===== src/core/tcu_pkg.sv =====
/*
 * shared constants and carrier types of the timer capture unit:
 * register offsets, field positions, reset values, mode codes.
 * assumes a 32-bit apb register bus with byte addresses on paddr.
 */
package tcu_pkg;

   // ****************************************
   // register map (byte addresses)
   // ****************************************
   localparam logic [7:0] OFF_CONTROL  = 8'h00;
   localparam logic [7:0] OFF_VAL_LOW  = 8'h04;
   localparam logic [7:0] OFF_VAL_HIGH = 8'h08;
   localparam logic [7:0] OFF_TB_CTRL  = 8'h0C;
   localparam logic [7:0] OFF_TB_LOW   = 8'h10;
   localparam logic [7:0] OFF_TB_HIGH  = 8'h14;
   localparam logic [7:0] OFF_IRQ_STAT = 8'h18;
   localparam logic [7:0] OFF_IRQ_MASK = 8'h1C;

   // ****************************************
   // fields and reset values
   // ****************************************
   localparam int MODE_LSB    = 0;
   localparam int MODE_MSB    = 3;
   localparam int TB_EN_BIT   = 0;
   localparam int TB_EXT_BIT  = 1;
   localparam int IRQ_CAP_BIT = 0;

   localparam logic [7:0]  CONTROL_RST = 8'h00;
   localparam logic [15:0] VALUE_RST   = 16'h0000;
   localparam logic [1:0]  TB_CTRL_RST = 2'h0;
   localparam logic        STAT_RST    = 1'b0;
   localparam logic        MASK_RST    = 1'b0;

   // ****************************************
   // mode codes of ccp_mode_select
   // ****************************************
   localparam logic [3:0] MODE_OFF        = 4'h0;
   localparam logic [3:0] MODE_CAP_FALL   = 4'h4;
   localparam logic [3:0] MODE_CAP_RISE   = 4'h5;
   localparam logic [3:0] MODE_CAP_RISE4  = 4'h6;
   localparam logic [3:0] MODE_CAP_RISE16 = 4'h7;

   // ****************************************
   // timing counts
   // ****************************************
   localparam int         INST_DIV      = 4;
   localparam logic [4:0] PRE_EVERY     = 5'h01;
   localparam logic [4:0] PRE_FOURTH    = 5'h04;
   localparam logic [4:0] PRE_SIXTEENTH = 5'h10;

   typedef enum logic [1:0] {EV_FALL, EV_RISE, EV_RISE4, EV_RISE16} tcu_event_t;

   typedef struct packed {
      logic       active;
      tcu_event_t ev;
   } tcu_cap_cfg_t;

   typedef struct packed {
      logic enable;
      logic ext_sel;
      logic sleep;
   } tcu_tb_cfg_t;

   function automatic logic [4:0] tcu_ev_limit(input tcu_event_t ev);
      case (ev)
         EV_RISE4:  return PRE_FOURTH;
         EV_RISE16: return PRE_SIXTEENTH;
         default:   return PRE_EVERY;
      endcase
   endfunction : tcu_ev_limit

endpackage : tcu_pkg


===== src/core/tcu_edge_prescaler.sv =====
/*
 * synchroniser, edge detector and event prescaler of the capture input.
 * assumes pin is an asynchronous level and cfg comes from flip-flops.
 */
`timescale 1ns/1ns
module tcu_edge_prescaler #(
   parameter int PRESC_W = 4
) (
   input  wire logic                  pclk,
   input  wire logic                  presetn,
   input  wire logic                  pin,
   input  wire tcu_pkg::tcu_cap_cfg_t cfg,
   output logic                       cap_pulse
);

   if (PRESC_W < 4) begin : g_chk
      $error("PRESC_W must hold a count of sixteen");
   end

   logic               sync_a;
   logic               sync_b;
   logic               prev;
   logic [PRESC_W-1:0] cnt;
   logic [PRESC_W-1:0] next_cnt;
   logic               rise;
   logic               fall;
   logic               hit;

   always_comb begin
      rise      = sync_b & ~prev;
      fall      = ~sync_b & prev;
      // compared at five bits so that a limit of sixteen is not cut to zero
      hit       = ({1'b0, cnt[3:0]} + 5'h01) == tcu_pkg::tcu_ev_limit(cfg.ev);
      next_cnt  = cnt;
      cap_pulse = 1'b0;
      if (!cfg.active) begin
         next_cnt = '0;
      end else if (cfg.ev == tcu_pkg::EV_FALL) begin
         cap_pulse = fall;
      end else if (rise) begin
         // counter survives a switch between rising modes
         if (hit) begin
            cap_pulse = 1'b1;
            next_cnt  = '0;
         end else begin
            next_cnt = cnt + PRESC_W'(1);
         end
      end
   end

   always_ff @(posedge pclk or negedge presetn) begin
      if (!presetn) begin
         sync_a <= 1'b0;
         sync_b <= 1'b0;
         prev   <= 1'b0;
         cnt    <= '0;
      end else begin
         sync_a <= pin;
         sync_b <= sync_a;
         prev   <= sync_b;
         cnt    <= next_cnt;
      end
   end

   edge_qual_a: assert property (@(posedge pclk) disable iff (!presetn)
      cap_pulse |-> (cfg.ev == tcu_pkg::EV_FALL ? fall : rise))
      else $error("capture pulse without the selected edge");

   sync_edge_a: assert property (@(posedge pclk) disable iff (!presetn)
      cap_pulse && cfg.ev != tcu_pkg::EV_FALL |-> $past(pin, 2) && !$past(pin, 3))
      else $error("rising capture not three cycles after pin rise");

   presc_clear_a: assert property (@(posedge pclk) disable iff (!presetn)
      !cfg.active |=> cnt == '0)
      else $error("prescaler not cleared while inactive");

   presc_hold_a: assert property (@(posedge pclk) disable iff (!presetn)
      cfg.active && cfg.ev != tcu_pkg::EV_FALL && !rise |=> $stable(cnt))
      else $error("prescaler moved without a rising edge");

endmodule : tcu_edge_prescaler


===== src/core/tcu_timebase.sv =====
/*
 * 16-bit capture timebase, ticked by the instruction clock (pclk/4)
 * or by rising edges of an external clock pin.
 * assumes ext_in is a slow asynchronous level.
 */
`timescale 1ns/1ns
module tcu_timebase #(
   parameter int TB_W = 16
) (
   input  wire logic                 pclk,
   input  wire logic                 presetn,
   input  wire logic                 ext_in,
   input  wire tcu_pkg::tcu_tb_cfg_t cfg,
   output logic [TB_W-1:0]           count
);

   if (TB_W != 16) begin : g_chk
      $error("TB_W must be 16, the capture pair is two bytes");
   end

   logic            ext_a;
   logic            ext_b;
   logic            ext_prev;
   logic [1:0]      div;
   logic [1:0]      next_div;
   logic [TB_W-1:0] next_count;
   logic            ext_rise;
   logic            tick;

   always_comb begin
      ext_rise   = ext_b & ~ext_prev;
      next_div   = div;
      tick       = 1'b0;
      next_count = count;
      // instruction clock stops in sleep, count is kept
      if (!cfg.ext_sel && !cfg.sleep) begin
         next_div = div + 2'h1;
         tick     = (div == 2'(tcu_pkg::INST_DIV - 1));
      end
      if (cfg.ext_sel) begin
         tick = ext_rise;
      end
      if (cfg.enable && tick) begin
         next_count = count + TB_W'(1);
      end
   end

   always_ff @(posedge pclk or negedge presetn) begin
      if (!presetn) begin
         ext_a    <= 1'b0;
         ext_b    <= 1'b0;
         ext_prev <= 1'b0;
         div      <= 2'h0;
         count    <= '0;
      end else begin
         ext_a    <= ext_in;
         ext_b    <= ext_a;
         ext_prev <= ext_b;
         div      <= next_div;
         count    <= next_count;
      end
   end

   sleep_hold_a: assert property (@(posedge pclk) disable iff (!presetn)
      cfg.sleep && !cfg.ext_sel |=> $stable(count))
      else $error("timebase moved in sleep on instruction clock");

   ext_count_a: assert property (@(posedge pclk) disable iff (!presetn)
      cfg.enable && cfg.ext_sel && ext_rise |=> count == $past(count) + TB_W'(1))
      else $error("external tick lost");

endmodule : tcu_timebase


===== src/core/tcu_capture_top.sv =====
/*
 * timer capture unit: apb register slave, capture of the timebase
 * into the value pair, sticky capture flag with mask and irq line.
 * assumes an apb3 master on pclk; pin, ext clock and sleep are levels.
 */
`timescale 1ns/1ns
module tcu_capture_top #(
   parameter int TB_W    = 16,
   parameter int PRESC_W = 4
) (
   input  wire logic        pclk,
   input  wire logic        presetn,
   input  wire logic [7:0]  paddr,
   input  wire logic        psel,
   input  wire logic        penable,
   input  wire logic        pwrite,
   input  wire logic [31:0] pwdata,
   output logic [31:0]      prdata,
   output logic             pready,
   output logic             pslverr,
   input  wire logic        capture_input_pin,
   input  wire logic        ext_clk_in,
   input  wire logic        sleep,
   output logic             irq
);

   // ****************************************
   // state
   // ****************************************
   logic [7:0]  ccp_control;
   logic [7:0]  next_ccp_control;
   logic [15:0] capture_value;
   logic [15:0] next_capture_value;
   logic [1:0]  tb_control;
   logic [1:0]  next_tb_control;
   logic        capture_irq_flag;
   logic        next_capture_irq_flag;
   logic        capture_irq_enable;
   logic        next_capture_irq_enable;
   logic        next_irq;
   logic [31:0] next_prdata;
   logic        next_pready;
   logic        next_pslverr;

   logic [TB_W-1:0]       tb_count;
   logic                  cap_pulse;
   logic                  setup;
   logic                  wr;
   logic [31:0]           rd_word;
   tcu_pkg::tcu_cap_cfg_t cap_cfg;
   tcu_pkg::tcu_tb_cfg_t  tb_cfg;

   // ****************************************
   // address decode
   // ****************************************
   function automatic logic tcu_mapped(input logic [7:0] a);
      case (a)
         tcu_pkg::OFF_CONTROL,
         tcu_pkg::OFF_VAL_LOW,
         tcu_pkg::OFF_VAL_HIGH,
         tcu_pkg::OFF_TB_CTRL,
         tcu_pkg::OFF_TB_LOW,
         tcu_pkg::OFF_TB_HIGH,
         tcu_pkg::OFF_IRQ_STAT,
         tcu_pkg::OFF_IRQ_MASK: return 1'b1;
         default:               return 1'b0;
      endcase
   endfunction : tcu_mapped

   function automatic tcu_pkg::tcu_cap_cfg_t tcu_decode(input logic [3:0] m);
      tcu_pkg::tcu_cap_cfg_t c;
      c.active = 1'b1;
      case (m)
         tcu_pkg::MODE_CAP_FALL:   c.ev = tcu_pkg::EV_FALL;
         tcu_pkg::MODE_CAP_RISE:   c.ev = tcu_pkg::EV_RISE;
         tcu_pkg::MODE_CAP_RISE4:  c.ev = tcu_pkg::EV_RISE4;
         tcu_pkg::MODE_CAP_RISE16: c.ev = tcu_pkg::EV_RISE16;
         default: begin
            // off and every non-capture code
            c.active = 1'b0;
            c.ev     = tcu_pkg::EV_FALL;
         end
      endcase
      return c;
   endfunction : tcu_decode

   // ****************************************
   // capture path
   // ****************************************
   always_comb begin
      cap_cfg        = tcu_decode(ccp_control[tcu_pkg::MODE_MSB:tcu_pkg::MODE_LSB]);
      tb_cfg.enable  = tb_control[tcu_pkg::TB_EN_BIT];
      tb_cfg.ext_sel = tb_control[tcu_pkg::TB_EXT_BIT];
      tb_cfg.sleep   = sleep;
   end

   // a switch between capture codes goes straight into the prescaler,
   // so edge history and count carry over and may fire early
   tcu_edge_prescaler #(
      .PRESC_W (PRESC_W)
   ) u_edge (
      .pclk      (pclk),
      .presetn   (presetn),
      .pin       (capture_input_pin),
      .cfg       (cap_cfg),
      .cap_pulse (cap_pulse)
   );

   // capture keeps running in sleep; only the tick source decides
   tcu_timebase #(
      .TB_W (TB_W)
   ) u_timebase (
      .pclk    (pclk),
      .presetn (presetn),
      .ext_in  (ext_clk_in),
      .cfg     (tb_cfg),
      .count   (tb_count)
   );

   // ****************************************
   // apb slave and registers
   // ****************************************
   always_comb begin
      setup = psel & ~penable;
      wr    = psel & penable & pready & pwrite & ~pslverr;

      case (paddr)
         tcu_pkg::OFF_CONTROL:  rd_word = {24'h000000, ccp_control};
         tcu_pkg::OFF_VAL_LOW:  rd_word = {24'h000000, capture_value[7:0]};
         tcu_pkg::OFF_VAL_HIGH: rd_word = {24'h000000, capture_value[15:8]};
         tcu_pkg::OFF_TB_CTRL:  rd_word = {30'h00000000, tb_control};
         tcu_pkg::OFF_TB_LOW:   rd_word = {24'h000000, tb_count[7:0]};
         tcu_pkg::OFF_TB_HIGH:  rd_word = {24'h000000, tb_count[15:8]};
         tcu_pkg::OFF_IRQ_STAT: rd_word = {31'h00000000, capture_irq_flag};
         tcu_pkg::OFF_IRQ_MASK: rd_word = {31'h00000000, capture_irq_enable};
         default:               rd_word = 32'h00000000;
      endcase

      // one wait-free access: answer registered during setup
      next_pready  = setup;
      next_pslverr = setup & ~tcu_mapped(paddr);
      next_prdata  = (setup && !pwrite) ? rd_word : 32'h00000000;

      next_ccp_control        = ccp_control;
      next_capture_value      = capture_value;
      next_tb_control         = tb_control;
      next_capture_irq_flag   = capture_irq_flag;
      next_capture_irq_enable = capture_irq_enable;

      if (wr) begin
         case (paddr)
            tcu_pkg::OFF_CONTROL:  next_ccp_control = pwdata[7:0];
            tcu_pkg::OFF_VAL_LOW:  next_capture_value[7:0] = pwdata[7:0];
            tcu_pkg::OFF_VAL_HIGH: next_capture_value[15:8] = pwdata[7:0];
            tcu_pkg::OFF_TB_CTRL:  next_tb_control = pwdata[1:0];
            tcu_pkg::OFF_IRQ_STAT: begin
               if (pwdata[tcu_pkg::IRQ_CAP_BIT]) begin
                  next_capture_irq_flag = 1'b0;
               end
            end
            tcu_pkg::OFF_IRQ_MASK: begin
               next_capture_irq_enable = pwdata[tcu_pkg::IRQ_CAP_BIT];
            end
            default: begin
            end
         endcase
      end

      // hardware capture beats a software write in the same cycle
      if (cap_pulse) begin
         next_capture_value    = tb_count;
         next_capture_irq_flag = 1'b1;
      end

      next_irq = next_capture_irq_flag & next_capture_irq_enable;
   end

   always_ff @(posedge pclk or negedge presetn) begin
      if (!presetn) begin
         ccp_control        <= tcu_pkg::CONTROL_RST;
         capture_value      <= tcu_pkg::VALUE_RST;
         tb_control         <= tcu_pkg::TB_CTRL_RST;
         capture_irq_flag   <= tcu_pkg::STAT_RST;
         capture_irq_enable <= tcu_pkg::MASK_RST;
         irq                <= 1'b0;
         prdata             <= 32'h00000000;
         pready             <= 1'b0;
         pslverr            <= 1'b0;
      end else begin
         ccp_control        <= next_ccp_control;
         capture_value      <= next_capture_value;
         tb_control         <= next_tb_control;
         capture_irq_flag   <= next_capture_irq_flag;
         capture_irq_enable <= next_capture_irq_enable;
         irq                <= next_irq;
         prdata             <= next_prdata;
         pready             <= next_pready;
         pslverr            <= next_pslverr;
      end
   end

   // ****************************************
   // checks
   // ****************************************
   capture_copy_a: assert property (@(posedge pclk) disable iff (!presetn)
      cap_pulse |=> capture_value == $past(tb_count))
      else $error("captured value differs from timebase");

   overwrite_a: assert property (@(posedge pclk) disable iff (!presetn)
      cap_pulse && capture_irq_flag |=> capture_value == $past(tb_count))
      else $error("capture over an unserviced value did not overwrite");

   flag_set_a: assert property (@(posedge pclk) disable iff (!presetn)
      cap_pulse |=> capture_irq_flag)
      else $error("capture did not set the flag");

   flag_hold_a: assert property (@(posedge pclk) disable iff (!presetn)
      capture_irq_flag && !(wr && paddr == tcu_pkg::OFF_IRQ_STAT && pwdata[0])
      |=> capture_irq_flag)
      else $error("flag dropped without a clear");

   irq_level_a: assert property (@(posedge pclk) disable iff (!presetn)
      irq == (capture_irq_flag & capture_irq_enable))
      else $error("irq differs from masked flag");

   apb_answer_a: assert property (@(posedge pclk) disable iff (!presetn)
      psel && !penable |=> pready ##1 !pready)
      else $error("access phase not answered in one cycle");

   mode_off_a: assert property (@(posedge pclk) disable iff (!presetn)
      ccp_control[3:0] == tcu_pkg::MODE_OFF |-> !cap_pulse)
      else $error("capture while the unit is off");

endmodule : tcu_capture_top


===== config.mk =====
export PLATFORM = sky130hd
export DESIGN_NAME = tcu_capture_top
export DESIGN_NICKNAME = d
export VERILOG_FILES = /design/src/core/tcu_pkg.sv /design/src/core/tcu_edge_prescaler.sv /design/src/core/tcu_timebase.sv /design/src/core/tcu_capture_top.sv
export SDC_FILE = /design/constraint.sdc
export NUM_CORES = 1
export LEC_CHECK = 0
export BUFFER_PORTS_ARGS = -buffer_cell sky130_fd_sc_hd__buf_2
export CAP_MARGIN = 25
export CORE_MARGIN = 5
export CORE_UTILIZATION = 58
export CTS_CLUSTER_DIAMETER = 40
export DETAILED_ROUTE_END_ITERATION = 7
export PLACE_DENSITY = 0.85
export SYNTH_ARGS = -nofsm -noshare
export SYNTH_HDL_FRONTEND = slang
export SYNTH_SLANG_ARGS = --single-unit
export TNS_END_PERCENT = 5

===== constraint.sdc =====
create_clock -name pclk -period 4.85 [get_ports pclk]
set_input_delay 0.7275 -clock pclk [delete_from_list [all_inputs] [get_ports pclk]]
set_output_delay 0.7275 -clock pclk [all_outputs]
set_load 0.1 [all_outputs]

Yosys cells after proc, flatten, opt, wreduce, memory -nomap -nowiden
Memories as Yosys holds them, arrays and structs flattened. Cells that the tools add are included.

Bits in registers: 91. Input port bits: 48. Output and inout port bits: 35. Logic and storage cells: 101. Memories kept: 1. ROM bits: 32.

Muxes and demuxes: 26. Reductions and logical operators: 18. Add/subtract/negate cells: 4. Eq/ne operators: 17. Bitwise logic cells: 16.

Memory list: (name not given) (words 32, width 1, rd ports 1, clocked after Yosys merged registers in 0, wr ports 0, RTL line tcu_capture_top.sv:57) `case (a)`.

Operators by type and width (number): 8-bit case mux with 8 select lines (1); 8-bit by 5-bit equality test with 1-bit output, second input constant (4); 16-bit two-way mux (2); 32-bit two-way mux (1); 16-bit by 1-bit adder with 16-bit output, second input constant (1); 4-bit by 3-bit equality test with 1-bit output, second input constant (4); 8-bit by 4-bit equality test with 1-bit output, second input constant (2); 4-bit two-way mux (4); 8-bit two-way mux (2); 1-bit two-way mux (14); 1-bit bitwise AND (10); 5-bit case mux with 2 select lines (1); 2-bit AND reduction (5); 8-bit by 3-bit equality test with 1-bit output, second input constant (1); 8-bit zero test (1); 2-bit equality test, second input constant (3); 1-bit NOT (6); 2-bit case mux with 3 select lines (1); 2-bit nonzero test (3); 4-bit by 1-bit adder with 5-bit output, second input constant (1); 5-bit equality test (1); 4-bit by 1-bit adder with 4-bit output, second input constant (1); 2-bit != test, second input constant (2); 4-bit OR reduction (1); other kinds (5) (9).

Depth between registers and ports, before layout
Word-level depth: 11. Depth in mapped cells: 8. Gate-level depth less buffers: 6.

Hierarchy
Synthesis repeated with hierarchy kept, for this count alone.

Cell total of the unflattened synthesis: 299. Area, all modules: 3567.2 sq um.

Modules (own cells, without submodules): tcu_capture_top (seq. area each 975.9 sq um, area each 2252.2 sq um, cells an instance 192, instances 1); tcu_timebase (seq. area each 525.5 sq um, area each 917.1 sq um, cells an instance 73, instances 1); tcu_edge_prescaler (seq. area each 175.2 sq um, area each 397.9 sq um, cells an instance 34, instances 1).

Worst setup path before layout
Ideal clock, no wire load.

Kind: register to register. Start: register pready. End: register capture_value[7]. Data arrival time: 2.278 ns. Path slack: 2.448 ns. Path buffers: 0. Setup time: 0.125 ns. Required time: 4.725 ns. Clock period less this slack: 2.402 ns. Cell stages (with the launch flop): 6. Path through: dfrtp_1 nand4_1 nor2_1 nand4_1 mux2_2 mux2_2.

Cells in the longest elaborated chain, start to end: 5.

Ends and longest elaborated chain: start, declared (RTL line tcu_capture_top.sv:19) `output logic pready,`; start signal, assigned (RTL line tcu_capture_top.sv:197) `pready <= next_pready;`; 1-bit bitwise AND (3 in series) (RTL line tcu_capture_top.sv:125) `wr = psel & penable & pready & pwrite & ~pslverr;`; 2-bit nonzero test (no line); 2-bit AND reduction (no line); end signal, assigned (RTL line tcu_capture_top.sv:181) `capture_value <= tcu_pkg::VALUE_RST;`; end signal, assigned (RTL line tcu_capture_top.sv:191) `capture_value <= next_capture_value;`; end, declared (RTL line tcu_capture_top.sv:32) `logic [15:0] capture_value;`.

Every way passes these cells. A chain may end at the register's enable or synchronous reset.

Worst setup path in the final report
Start: input paddr[2]. End: register capture_value[5].

Cells in the longest elaborated chain, start to end: 3.

Ends and longest elaborated chain: start, declared (RTL line tcu_capture_top.sv:13) `input wire logic [7:0] paddr,`; 8-bit by 3-bit equality test with 1-bit output (RTL line tcu_capture_top.sv:151) `case (paddr)`; 2-bit nonzero test (no line); 2-bit AND reduction (no line).

Every way passes these cells.

==> flow_metrics.py <==
metrics = {
    "placed_design": {
        "dpl.cell_count": 400,
        "portBuffers": 34,
        "dp_hpwl_um": 4850,
        "place_area_mm2": 0.00361,
        "gp_congestion": 0.830,
    },
    "run": {
        "drv_cap": 0,
    },
    "drt": {
        "routed_wl_um": 6940,
        "wl_per_cell_um": 16.7,
        "drt_first_pass_iters": 4,
        "vias": 2353,
        "drtIter0Drc": 148,
        "post-route-drc-count": 0,
        "ant_nets": 0,
        "via_per_inst": 5.66,
    },
    "die": {
        "dieArea_mm2": 0.00766,
        "die_w_um": 87.5,
        "start_util_pct": 59.2,
        "rows": 28,
        "die_h_um": 87.5,
        "core_mm2": 0.00589,
        "io_pins": 83,
    },
    "logic_synthesis": {
        "synth.avg_cell_area_um2": 11.7,
        "synth_cells": 298,
        "ys.flop_type": "dfrtp_1",
        "yosysWarnings": 0,
        "synth.most_common_cell": "dfrtp_1",
        "synthTopCellsByCount": "dfrtp_1 (67), mux2_2 (36), buf_4 (24), nor2_1 (22), mux2i_1 (18)",
        "synth_enable_flop_cells": 0,
        "synth.distinct_cells": 40,
        "async_flop_share_pct": 100,
        "ys_seq_area_share_pct": 48.1,
        "synth_top_area_share_pct": 48.1,
        "yosys.area.top_type": "dfrtp_1",
        "netlist_area_mm2": 0.00348,
        "yosys-top-cells-area": "dfrtp_1 (48%), mux2_2 (12%), mux2i_1 (5.2%)",
        "ys_seq_elements": 67,
    },
    "sta": {
        "tns_ns": 0,
        "rsz0062_at_grt": "no",
        "slew_headroom_pct": 30.6,
        "min_period_ns": 2.85,
        "fmax_ghz": 0.351,
        "period_share_pct": 58.8,
        "report.final.slew_viol_count": 0,
        "final-hold-violation-count": 0,
        "setup_viol": 0,
        "tightest_slew_ns": 1.04,
        "finalClockSkew_ns": 0.0119,
    },
    "final_layout": {
        "nNetsFinal": 387,
        "final_area_mm2": 0.00380,
        "multi_input_area_mm2": 0.00164,
        "area_growth_pct": 9.20,
        "drive_above_1_share_pct": 29.0,
        "n_antenna_cell": 0,
        "layoutNonFillerInstCount": 416,
        "seqCellArea_mm2": 0.00168,
        "n_fill_cell": 463,
    },
    "pwr": {
        "p_comb_share_pct": 12.9,
        "seqPwrFrac_pct": 48.9,
        "finalPower_mw": 1.19,
        "ir_worst_vdd_v": 0.000221,
        "internal-power_mw": 0.835,
        "clock_power_share_pct": 38.2,
        "power_switching_mw": 0.353,
        "switching_share_pct": 29.7,
        "p_leak_nw": 1.88,
        "power_density_mw_per_mm2": 312,
    },
    "worst_setup_path": {
        "path_cells": "buf_2 -> nor2b_1 -> nand4_1 -> mux2_2 -> mux2_4",
        "r2r_end": "capture_value[5]",
        "cp_top_family": "simple AND/OR/NAND/NOR gates",
        "crit_type": "input port to flop",
        "worst-path-max-fanout": 20,
        "end_kind": "flop",
        "rr_startpoint": "u_edge.cnt[0]",
        "cpPeakStageDelay_ns": 0.63,
        "critPathLaunchType": "input port",
        "path_buf_inv": 1,
        "r2r_cells": 6,
        "cpMaxStageDelayCell": "nand4_1",
        "critPathArrivalTime_ns": 3.08,
        "rrSetupSlack_ns": 2.20,
        "required_ns": 5.08,
    },
    "global_route": {
        "grt_max_degree": 68,
        "grt_pass1_vias": 2360,
        "grt_pass1_wl_um": 11500,
        "grt_remaining_overflow": 0,
        "track_usage_pct": 20.1,
        "antenna_found_initial": 0,
    },
    "clocking": {
        "h-tree-depth": 3,
        "cts_made_buffers": 9,
        "ctsResizeCount": 0,
        "clock_latency_ns": 0.35,
        "root_buffer": "clkbuf_8",
        "clk_pin_slew_worst_paths_ns": 0.07,
        "postCtsHoldBufs": 0,
        "cts.path.max_buffers": 2,
        "tritoncts": "yes",
        "post_cts_buffers": 0,
        "clock-sinks": 67,
    },
    "min_path": {
        "hold_class": "flop to flop",
        "min_to": "u_edge.sync_b",
        "hold_depth": 0,
        "min_from": "u_edge.sync_a",
    },
    "outcome": {
        "status": "complete, no violations",
    },
}
-- cell families (layout without fill, tap and decap cells) --
kind of cell / after synthesis / in the layout / share of synthesized area (%)
flip-flops: 67 / 67 / 48.1
AND/OR/NAND/NOR: 83 / 83 / 12.6
other: 1 / 24 / 0.108
XOR/XNOR: 20 / 20 / 5.03
AO/OA/AOI/OAI: 24 / 24 / 3.99
adder cells (fa/ha/maj): 3 / 3 / 1.08
multiplexers: 64 / 64 / 21.9
buffers and inverters: 36 / 56 / 7.15
-- worst max-delay path by stage --
stage                   from               end  slack [ns]  cells past startpoint
finish              paddr[2]  capture_value[5]        2.00                      5
global route        paddr[2]  capture_value[5]        1.92                      5
CTS                 paddr[2]  capture_value[5]        2.08                      5
detailed placement  paddr[2]  capture_value[5]        1.73                      5
global placement    paddr[2]  capture_value[5]        1.79                      5
floorplan             pready  capture_value[7]        2.45                      5
-- metrics by stage --
stage / setup slack [ns] / utilization (%) / hold slack, ns
3_3_place_gp: 1.79 / 61.4 / 0.335
6_report: 2.00 / 64.6 / 0.349
5_1_grt: 1.92 / 64.6 / 0.360
3_5_place_dp: 1.73 / 61.4 / 0.335
2_1_floorplan: 2.45 / - / 0.331
4_1_cts: 2.08 / 64.6 / 0.350
-- layer usage --
metal	up-vias	wire length (µm)	track usage, %
li1	1087	-	-
met1	1164	2980	26.3
met2	89	3320	31.6
met3	13	518	3.97
met4	0	118	10.5
met5	-	0	0
-- power groups by stage --
| stage | clock, mW | sequential (mW) | combinational, mW |
|---|---|---|---|
| final | 0.454 | 0.581 | 0.153 |
| after global routing | 0.485 | 0.582 | 0.165 |
| after CTS | 0.458 | 0.581 | 0.154 |
| after detailed placement | 0 | 0.592 | 0.153 |
| after global placement | 0 | 0.590 | 0.150 |
| after floorplan | 0 | 0.596 | 0.129 |
-- state kept, by name (all words and copies together), names as in the netlist, 2 cells and up --
| name | count |
|---|---|
| capture_value | 16 |
| ccp_control | 8 |
| prdata | 8 |
| tb_control | 2 |
| u_edge.cnt | 4 |
| u_timebase.count | 16 |
| u_timebase.div | 2 |
-- layout by cell type, fill, tap and decap left out, drive strengths merged, types with 2 or more instances in the layout --
cell      synthesis  routed
mux2i            18      18
a21oi            11      11
clkinv            0       4
xnor2            16      16
nor3              2       2
and3              6       6
clkinvlp          0       2
nor2b             2       2
nor2             22      22
nand2b            3       3
mux4              3       3
nand4             8       8
nand3b            4       4
xor2              4       4
a31oi             2       2
mux2             43      43
buf              28      35
inv               5       5
ha                3       3
clkbuf            3       9
nand3            14      14
dfrtp            67      67
nand2            13      13
o21ai             8       8
conb              1      24
-- cell type report --
class | count | share of cell area, %
Tap cell | 75 | 2.47
Inverter | 5 | 0.493
Timing Repair Buffer | 35 | 4.67
Sequential cell | 67 | 44.1
Clock inverter | 7 | 1.81
Multi-Input combinational cell | 218 | 43.2
Clock buffer | 9 | 3.26
(Power assumes the default switching activity.)
